`src/common/ces_pkg.sv`:
```
// constants and types shared by the enable / standby / status block
// assumes a byte-wide register port and a protocol engine on the same clock
package ces_pkg;

    // register byte offsets on the 8-bit address port
    localparam logic [7:0] CES_OFF_CTRL = 8'hd8;   // general control
    localparam logic [7:0] CES_OFF_STAT = 8'hd9;   // can_general_status, read only
    localparam logic [7:0] CES_OFF_IFLG = 8'hda;   // sticky interrupt flags
    localparam logic [7:0] CES_OFF_IMSK = 8'hdb;   // interrupt mask, same layout

    // control register fields
    localparam int CES_CTRL_SRST = 0;               // soft_reset_req, self clearing
    localparam int CES_CTRL_ENA = 1;                // enable_standby_cmd

    // can_general_status fields, bits 7 and 5 unused and read zero
    localparam int CES_ST_ERROR_PASSIVE_FLAG = 0;                 // error_passive_flag
    localparam int CES_ST_BUS_OFF_FLAG = 1;                 // bus_off_flag
    localparam int CES_ST_ENABLED_FLAG = 2;                 // enabled_flag
    localparam int CES_ST_RXB = 3;                  // rx_active_flag
    localparam int CES_ST_TXB = 4;                  // tx_active_flag
    localparam int CES_ST_OVR = 6;                  // overload_active_flag

    // interrupt flag field
    localparam int CES_IF_BUS_OFF_FLAG = 6;                 // bus_off_irq_flag

    // reset values
    localparam logic [7:0] CES_RST_REG = 8'h00;     // every register resets to zero
    localparam logic CES_RECESSIVE = 1'b1;          // idle level of the bus

    // recessive bits needed before the channel may join the bus
    localparam int CES_RECESSIVE_BITS = 11;
    localparam int CES_CNT_W = 4;                   // counter width for that figure

    // channel mode states
    typedef enum logic [1:0] {
        CES_ST_DISABLED = 2'b00,                    // standby, frozen
        CES_ST_WAIT_IDLE = 2'b01,                   // counting recessive bits
        CES_ST_ENABLED = 2'b10,                     // on the bus
        CES_ST_STOPPING = 2'b11                     // finishing a transmission
    } ces_mode_t;

endpackage : ces_pkg

```
`src/design/ces_pin_sync.sv`:
```
// three-stage synchroniser for the receive pin
// assumes an asynchronous input; output moves once stages two and three agree
module ces_pin_sync #(
    parameter logic RESET_LEVEL = 1'b1
) (
    input wire logic clock_i,
    input wire logic rst_n_i,
    input wire logic pin_i,
    output logic level_o
);

    logic s1_r;  // metastable stage, only s2_r reads it
    logic s2_r;
    logic s3_r;
    logic level_nxt;

    // change accepted only on agreement of the settled stages
    always_comb begin
        level_nxt = level_o;
        if (s2_r == s3_r) begin
            level_nxt = s3_r;
        end
    end

    // registers only
    always_ff @(posedge clock_i or negedge rst_n_i) begin
        if (!rst_n_i) begin
            s1_r <= RESET_LEVEL;
            s2_r <= RESET_LEVEL;
            s3_r <= RESET_LEVEL;
            level_o <= RESET_LEVEL;
        end else begin
            s1_r <= pin_i;
            s2_r <= s1_r;
            s3_r <= s2_r;
            level_o <= level_nxt;
        end
    end

endmodule : ces_pin_sync

```
`src/design/ces_core.sv`:
```
// enable / standby control, soft reset and general status of the can channel
// assumes the protocol engine shares clock_i and gives one bit_tick_i per bit
//
// Our own choice: the strobed register port.
module ces_core #(
    parameter int RECESSIVE_BITS = ces_pkg::CES_RECESSIVE_BITS
) (
    input wire logic clock_i,
    input wire logic resetn_i,
    input wire logic [7:0] addr_i,
    input wire logic [7:0] wr_data_i,
    input wire logic wr_i,
    input wire logic rd_i,
    output logic [7:0] rd_data_o,
    input wire logic can_rx_i,
    output logic can_tx_o,
    input wire logic core_tx_i,
    input wire logic bit_tick_i,
    input wire logic tx_frame_active_i,
    input wire logic rx_frame_active_i,
    input wire logic overload_sending_i,
    input wire logic bus_off_i,
    input wire logic error_passive_i,
    output logic rx_enable_o,
    output logic freeze_o,
    output logic engine_reset_o,
    output logic can_rx_o,
    output logic irq_o
);

    // counter must hold RECESSIVE_BITS - 1
    if (RECESSIVE_BITS < 1 || RECESSIVE_BITS > (1 << ces_pkg::CES_CNT_W)) begin : g_chk
        $error("RECESSIVE_BITS out of range");
    end

    localparam logic [ces_pkg::CES_CNT_W-1:0] CNT_LAST =
        ces_pkg::CES_CNT_W'(RECESSIVE_BITS - 1);

    // reset release copy
    logic rst_a_r;
    logic rst_n_r;
    logic rx_lvl;                   // settled receive level

    // register bus decode helper
    function automatic logic hit(input logic [7:0] a, input logic [7:0] off);
        hit = (a == off);
    endfunction : hit

    // two-flop release of the asynchronous reset
    always_ff @(posedge clock_i or negedge resetn_i) begin
        if (!resetn_i) begin
            rst_a_r <= 1'b0;
            rst_n_r <= 1'b0;
        end else begin
            rst_a_r <= 1'b1;
            rst_n_r <= rst_a_r;
        end
    end

    ces_pin_sync #(
        .RESET_LEVEL(ces_pkg::CES_RECESSIVE)
    ) u_rx_sync (
        .clock_i(clock_i),
        .rst_n_i(rst_n_r),
        .pin_i(can_rx_i),
        .level_o(rx_lvl)
    );

    // control state
    logic ena_cmd_r, ena_cmd_nxt;   // enable_standby_cmd
    logic srst_r, srst_nxt;         // soft_reset_req, high one cycle
    ces_pkg::ces_mode_t state_r, state_nxt;
    logic [ces_pkg::CES_CNT_W-1:0] rec_cnt_r, rec_cnt_nxt;
    logic [7:0] iflg_r, iflg_nxt;   // sticky interrupt flags
    logic [7:0] imsk_r, imsk_nxt;   // interrupt mask
    logic bus_off_flag_prev_r, bus_off_flag_prev_nxt;
    logic wr_ctrl;
    logic bus_off_flag_rise;

    assign wr_ctrl = wr_i && hit(addr_i, ces_pkg::CES_OFF_CTRL);
    assign bus_off_flag_rise = bus_off_i && !bus_off_flag_prev_r;

    // next values of control state; soft reset clears it like a hardware reset, except bus_off_flag_prev_r
    always_comb begin
        ena_cmd_nxt = ena_cmd_r;
        srst_nxt = 1'b0;
        state_nxt = state_r;
        rec_cnt_nxt = rec_cnt_r;
        iflg_nxt = iflg_r;
        imsk_nxt = imsk_r;
        bus_off_flag_prev_nxt = bus_off_i;
        // mode sequencing
        case (state_r)
            ces_pkg::CES_ST_DISABLED: begin
                rec_cnt_nxt = '0;
                if (ena_cmd_r) begin
                    state_nxt = ces_pkg::CES_ST_WAIT_IDLE;
                end
            end
            ces_pkg::CES_ST_WAIT_IDLE: begin
                if (!ena_cmd_r) begin
                    state_nxt = ces_pkg::CES_ST_DISABLED;
                end else if (bit_tick_i) begin
                    if (rx_lvl != ces_pkg::CES_RECESSIVE) begin
                        rec_cnt_nxt = '0;
                    end else if (rec_cnt_r == CNT_LAST) begin
                        state_nxt = ces_pkg::CES_ST_ENABLED;
                    end else begin
                        rec_cnt_nxt = rec_cnt_r + 1'b1;
                    end
                end
            end
            ces_pkg::CES_ST_ENABLED: begin
                if (!ena_cmd_r) begin
                    state_nxt = ces_pkg::CES_ST_STOPPING;
                end
            end
            ces_pkg::CES_ST_STOPPING: begin
                if (!tx_frame_active_i) begin
                    state_nxt = ces_pkg::CES_ST_DISABLED;
                end
            end
            default: begin
                state_nxt = ces_pkg::CES_ST_DISABLED;
            end
        endcase
        // register writes
        if (wr_ctrl) begin
            ena_cmd_nxt = wr_data_i[ces_pkg::CES_CTRL_ENA];
            srst_nxt = wr_data_i[ces_pkg::CES_CTRL_SRST];
        end
        if (wr_i && hit(addr_i, ces_pkg::CES_OFF_IMSK)) begin
            imsk_nxt = wr_data_i & (8'h01 << ces_pkg::CES_IF_BUS_OFF_FLAG);
        end
        if (wr_i && hit(addr_i, ces_pkg::CES_OFF_IFLG)) begin
            iflg_nxt = iflg_r & ~wr_data_i;
        end
        // only the entry into bus-off sets the flag; set wins over clear
        if (bus_off_flag_rise) begin
            iflg_nxt[ces_pkg::CES_IF_BUS_OFF_FLAG] = 1'b1;
        end
        // soft reset clears controller state and drops itself
        if (srst_r) begin
            ena_cmd_nxt = 1'b0;
            srst_nxt = 1'b0;
            state_nxt = ces_pkg::CES_ST_DISABLED;
            rec_cnt_nxt = '0;
            iflg_nxt = ces_pkg::CES_RST_REG;
            imsk_nxt = ces_pkg::CES_RST_REG;
        end
    end

    // control registers
    always_ff @(posedge clock_i or negedge rst_n_r) begin
        if (!rst_n_r) begin
            ena_cmd_r <= 1'b0;
            srst_r <= 1'b0;
            state_r <= ces_pkg::CES_ST_DISABLED;
            rec_cnt_r <= '0;
            iflg_r <= ces_pkg::CES_RST_REG;
            imsk_r <= ces_pkg::CES_RST_REG;
            bus_off_flag_prev_r <= 1'b0;
        end else begin
            ena_cmd_r <= ena_cmd_nxt;
            srst_r <= srst_nxt;
            state_r <= state_nxt;
            rec_cnt_r <= rec_cnt_nxt;
            iflg_r <= iflg_nxt;
            imsk_r <= imsk_nxt;
            bus_off_flag_prev_r <= bus_off_flag_prev_nxt;
        end
    end

    // output and status state
    logic [7:0] stat_r, stat_nxt;   // can_general_status image
    logic tx_nxt, rxen_nxt, frz_nxt, erst_nxt, irq_nxt, rxo_nxt;
    logic [7:0] rd_nxt;
    logic on_bus;

    // transmitter keeps its path while finishing the last frame
    assign on_bus = (state_r == ces_pkg::CES_ST_ENABLED) || (state_r == ces_pkg::CES_ST_STOPPING);

    // next values of pins, status and read data
    always_comb begin
        stat_nxt = ces_pkg::CES_RST_REG;
        stat_nxt[ces_pkg::CES_ST_OVR] = overload_sending_i;
        stat_nxt[ces_pkg::CES_ST_TXB] = tx_frame_active_i;
        stat_nxt[ces_pkg::CES_ST_RXB] = rx_frame_active_i;
        stat_nxt[ces_pkg::CES_ST_ERROR_PASSIVE_FLAG] = error_passive_i;
        stat_nxt[ces_pkg::CES_ST_BUS_OFF_FLAG] = bus_off_i;
        stat_nxt[ces_pkg::CES_ST_ENABLED_FLAG] = on_bus;
        tx_nxt = on_bus ? core_tx_i : ces_pkg::CES_RECESSIVE;
        rxen_nxt = (state_r == ces_pkg::CES_ST_ENABLED);
        rxo_nxt = rxen_nxt ? rx_lvl : ces_pkg::CES_RECESSIVE;
        frz_nxt = !on_bus;
        erst_nxt = srst_r;
        irq_nxt = |(iflg_nxt & imsk_nxt);
        // read port; registers stay reachable in standby
        rd_nxt = ces_pkg::CES_RST_REG;
        if (rd_i) begin
            if (hit(addr_i, ces_pkg::CES_OFF_CTRL)) begin
                rd_nxt[ces_pkg::CES_CTRL_ENA] = ena_cmd_r;
            end else if (hit(addr_i, ces_pkg::CES_OFF_STAT)) begin
                rd_nxt = stat_r;
            end else if (hit(addr_i, ces_pkg::CES_OFF_IFLG)) begin
                rd_nxt = iflg_r;
            end else if (hit(addr_i, ces_pkg::CES_OFF_IMSK)) begin
                rd_nxt = imsk_r;
            end
        end
    end

    // output registers; engine reset held during hardware reset
    always_ff @(posedge clock_i or negedge rst_n_r) begin
        if (!rst_n_r) begin
            stat_r <= ces_pkg::CES_RST_REG;
            can_tx_o <= ces_pkg::CES_RECESSIVE;
            rx_enable_o <= 1'b0;
            can_rx_o <= ces_pkg::CES_RECESSIVE;
            freeze_o <= 1'b1;
            engine_reset_o <= 1'b1;
            irq_o <= 1'b0;
            rd_data_o <= ces_pkg::CES_RST_REG;
        end else begin
            stat_r <= stat_nxt;
            can_tx_o <= tx_nxt;
            rx_enable_o <= rxen_nxt;
            can_rx_o <= rxo_nxt;
            freeze_o <= frz_nxt;
            engine_reset_o <= erst_nxt;
            irq_o <= irq_nxt;
            rd_data_o <= rd_nxt;
        end
    end
endmodule : ces_core

```
`config.mk`:
```
export PLATFORM = sky130hd
export DESIGN_NAME = ces_core
export DESIGN_NICKNAME = d
export VERILOG_FILES = /design/src/common/ces_pkg.sv /design/src/design/ces_pin_sync.sv /design/src/design/ces_core.sv
export SDC_FILE = /design/constraint.sdc
export NUM_CORES = 1
export LEC_CHECK = 0
export BUFFER_PORTS_ARGS = -buffer_cell sky130_fd_sc_hd__buf_2
export CORE_UTILIZATION = 50
export CTS_BUF_LIST = sky130_fd_sc_hd__clkbuf_8
export DETAILED_ROUTE_END_ITERATION = 10
export GPL_TIMING_DRIVEN = 0
export PLACE_DENSITY = 0.72
export SYNTH_ARGS = -nofsm -noshare
export SYNTH_HDL_FRONTEND = slang
export SYNTH_SLANG_ARGS = --single-unit
export TNS_END_PERCENT = 30
```
`constraint.sdc`:
```
create_clock -name clock_i -period 4.2 [get_ports clock_i]
set_input_delay 0.63 -clock clock_i [delete_from_list [all_inputs] [get_ports clock_i]]
set_output_delay 0.63 -clock clock_i [all_outputs]
set_load 0.005 [all_outputs]
```
==> results.md <==
- The arrival time reported for the critical path endpoint is 2120 ps.
- The maximum level of the CTS H-tree is 2.
- The clock sink count is 50.
- The standby leakage power is 1.15 nW.
- The initial antenna violation count was 0.
- The clock latency at the later pin of the worst-skew pair is 300 ps.
- Summing over every cut layer, the via total after detailed routing is 1473.
- The number of warnings reported in the yosys synthesis log is 0.
- The largest stage delay on the critical path is 480 ps.
- The number of iterations in the first detailed-routing pass is 4.
- Clock-pin slew was measured on the worst setup and hold paths at 80 ps.
- The total of cells resized after clock tree synthesis is 0.
- Cells with a size suffix above 1 make up 31.6% of the layout.
- The distinct cell type count after synthesis is 43.
- Clock skew on the completed layout was measured at 12.0 ps.
- The master cell of the clock root buffer is clkbuf_8.
- The category of cells accounting for the largest share of critical-path delay is simple AND/OR/NAND/NOR gates.
- The flip-flop and latch count after synthesis is 50.
- The worst setup path is launched from a primary input.
- The worst hold path belongs to the class in -> async.
- The critical path buffer and inverter count is 1.
- The cell with the largest stage delay on the worst path is nor3_2.
- The run finished with clean final reports.
- The average via count per standard cell is 5.36.
- The row count is 23.
- Across the run, the number of max-cap violations was 0.
- From synthesis to final layout, the design area changed by 18.0%.
- Synthesis produced a netlist whose cell count is 175.
- The number of antenna diodes is 0.
- The largest buffer count on any clock path is 2.
- The largest fanout on the critical path is 6.
- Data on the critical path is required at its endpoint by 4360 ps.
- Power spread over the standard cell area amounts to 347 nW/µm².
- The highest achievable clock rate is 0.508 GHz.
- The total clock buffers created by CTS is 5.
- The die extent in x is 66.4 µm.
- Setup repair after global routing left no endpoint under its margin.
- Summed over all nets, the half-perimeter wirelength after detailed placement is 2.97 mm.
- The number of antenna-violating nets in the routed design is 0.
- Buffers placed on the I/O ports in this run total 41.
- For this design, the CTS-stage hold fixing added 0 buffers.
- The die covers 4410 µm².
- The minimum period implied by the final worst setup slack is 1970 ps.
- Walking the worst path, the cells encountered are buf_2, nand4bb_1, nor3_2, mux2_1, a32oi_1, o211ai_1.
- The final cell area excluding filler cells is 2450 µm².
- The wire length reported by the detailed router is 4.05 mm.
- TritonCTS built the clock tree.
- The part of the Yosys area used for sequential elements is 60.8%.
- The post-synth design cell area is 2070 µm².
- The number of max-slew violations in the final report was 0.
- The region available for standard cell placement spans 4000 µm².
- After the last flow step, the layout net total stands at 254.
- The setup slack after layout is 2230 ps.
- The first global-routing pass estimated 6.47 mm of wire.
- VDD sags by at most 0.244 mV.
- Timing analysis after detailed placement gives a worst setup slack of 1960 ps.
- The worst path uses 46.8% of the clock period.
- The number of global-route vias before repair is 1377.
- The instance area after placement is 2360 µm².
- The total overflow left after global routing is 0.
- Entering global routing, the biggest net connects 36 pins.
- After detailed routing, the number of remaining DRC violations is 0.
- After synthesis, the mean cell area works out to 11.8 µm².
- The congestion estimate from routability-driven global placement came to 0.834.
- The final number of hold-violating endpoints was 0.
- Counting every net in the synthesized netlist gives 205.
- For this run, the share of the core covered by cells in the final layout is 61.2%.
- The number of filler cells placed in the layout is 333.
- The critical path in this run is classified as in -> reg.
- The starting density of the core is 51.8%.
- The vertical extent of the die is 66.4 µm.
- The endpoint class of the critical path is a register.
- The final setup violation count is 0.
- The count of boundary I/O pins is 42.
- The count of routing violations after the opening detailed-route iteration is 123.
- The all-layer global routing usage is 20.0%.
- In the final timing run, aggregate negative setup slack is 0 ps.
- The average wire length per cell after detail routing is 14.7 µm.
- The post-CTS repair timing setup buffer count is 0.
synth_stat cells, drive strengths merged:
| cell type | number | area (µm²) |
|---|---|---|
| and2 | 3 | 18.8 |
| dfstp | 8 | 210 |
| nand2b | 9 | 56.3 |
| a41oi | 2 | 17.5 |
| inv | 6 | 22.5 |
| nor4 | 1 | 6.26 |
| and4bb | 1 | 12.5 |
| or4 | 1 | 7.51 |
| a21oi | 10 | 50.1 |
| or2 | 1 | 6.26 |
| mux4 | 1 | 22.5 |
| buf | 4 | 32.5 |
| conb | 1 | 3.75 |
| clkbuf | 4 | 15.0 |
| nand4bb | 1 | 11.3 |
| a32oi | 1 | 8.76 |
| o21ai | 7 | 35.0 |
| dfrtp | 42 | 1050 |
| maj3 | 1 | 10.0 |
| nor2 | 11 | 41.3 |
| and3 | 4 | 25.0 |
| and4b | 1 | 10.0 |
| nor3b | 3 | 22.5 |
| or3 | 1 | 6.26 |
| nand3 | 5 | 25.0 |
| nor2b | 4 | 27.5 |
| nor3 | 6 | 35.0 |
| a22oi | 5 | 37.5 |
| a211oi | 4 | 35.0 |
| o211ai | 1 | 7.51 |
| o31ai | 2 | 20.0 |
| ha | 2 | 25.0 |
| mux2i | 3 | 30.0 |
| a311oi | 1 | 15.0 |
| mux2 | 6 | 67.6 |
| nand2 | 12 | 45.0 |
layer usage:
metal	global-route usage, %	routed length (µm)
met4	7.18	49
met5	0	0
met1	26.7	1890
met3	4.66	146
met2	31.8	1960
flip-flops by register name, summed over array words and instances (netlist names):
register / cells
rst_n_r: 1
stat_r: 6
engine_reset_o: 1
erst_nxt: 1
ena_cmd_r: 1
u_rx_sync.s3_r: 1
can_tx_o: 1
u_rx_sync.s1_r: 1
imsk_r: 8
rst_a_r: 1
u_rx_sync.s2_r: 1
state_r: 2
freeze_o: 1
rec_cnt_r: 4
rd_data_o: 8
irq_o: 1
rx_enable_o: 1
iflg_r: 8
u_rx_sync.level_o: 1
can_rx_o: 1
path summary, 6_finish.rpt:
check | from | to | slack [ps] | depth (start not counted)
max | addr_i[5] | irq_o | 2230 | 6
min | resetn_i | rst_n_r | 100 | 1
max reg2reg | rec_cnt_r[0] | rec_cnt_r[3] | 2420 | 7
min reg2reg | rst_n_r | rd_data_o[4] | 160 | 0
max in group asynchronous | rst_n_r | u_rx_sync.level_o | 3500 | 1
min in group clock_i | u_rx_sync.s1_r | u_rx_sync.s2_r | 360 | 0
power by group:
| part | internal (mW) | leakage [nW] | total [mW] | switching, mW |
|---|---|---|---|---|
| combinational | 0.0338 | 0.509 | 0.0719 | 0.0381 |
| clock | 0.113 | 0.0467 | 0.263 | 0.150 |
| sequential | 0.501 | 0.597 | 0.513 | 0.0119 |
layout make-up:
| class | count | area [µm²] | share of cell area [%] |
|---|---|---|---|
| tap | 50 | 62.6 | 2.56 |
| clock inverter | 3 | 15.0 | 0.614 |
| inverter | 6 | 22.5 | 0.921 |
| multi-input combinational | 111 | 742 | 30.3 |
| timing repair buffer | 42 | 225 | 9.21 |
| sequential | 50 | 1260 | 51.6 |
| buffer | 8 | 47.5 | 1.94 |
| clock buffer | 5 | 68.8 | 2.81 |
kinds of logic (layout without fill, tap and decap cells):
kind of cell | Yosys count | in the layout | synth area share [%]
simple gates | 64 | 64 | 17.2
flops | 50 | 50 | 60.8
compound gates | 33 | 33 | 10.9
buf+inv | 14 | 64 | 3.38
mux | 10 | 10 | 5.79
fa+ha+maj | 3 | 3 | 1.69
other cells | 1 | 1 | 0.181
placed cells by master (no fill, tap or decap), types with 5 or more instances in the layout:
cell type and count:
a21oi_1 10, inv_1 8, nand3_1 5, dfrtp_1 41
dfstp_2 8, nor3_1 5, buf_2 43, a22oi_1 5
nor2_1 11, nand2_1 12, clkbuf_8 5, nand2b_1 9
stage by stage:
step / power, mW / hold slack [ps] / std cells
6_report: 0.848 / 96.1 / 275
5_1_grt: 0.886 / 81.6 / 275
4_1_cts: 0.858 / 85.6 / 275
3_5_place_dp: 0.594 / 170 / 267
3_3_place_gp: 0.590 / 335 / 266
2_1_floorplan: 0.562 / 331 / 175
(Power assumes the default switching activity.)
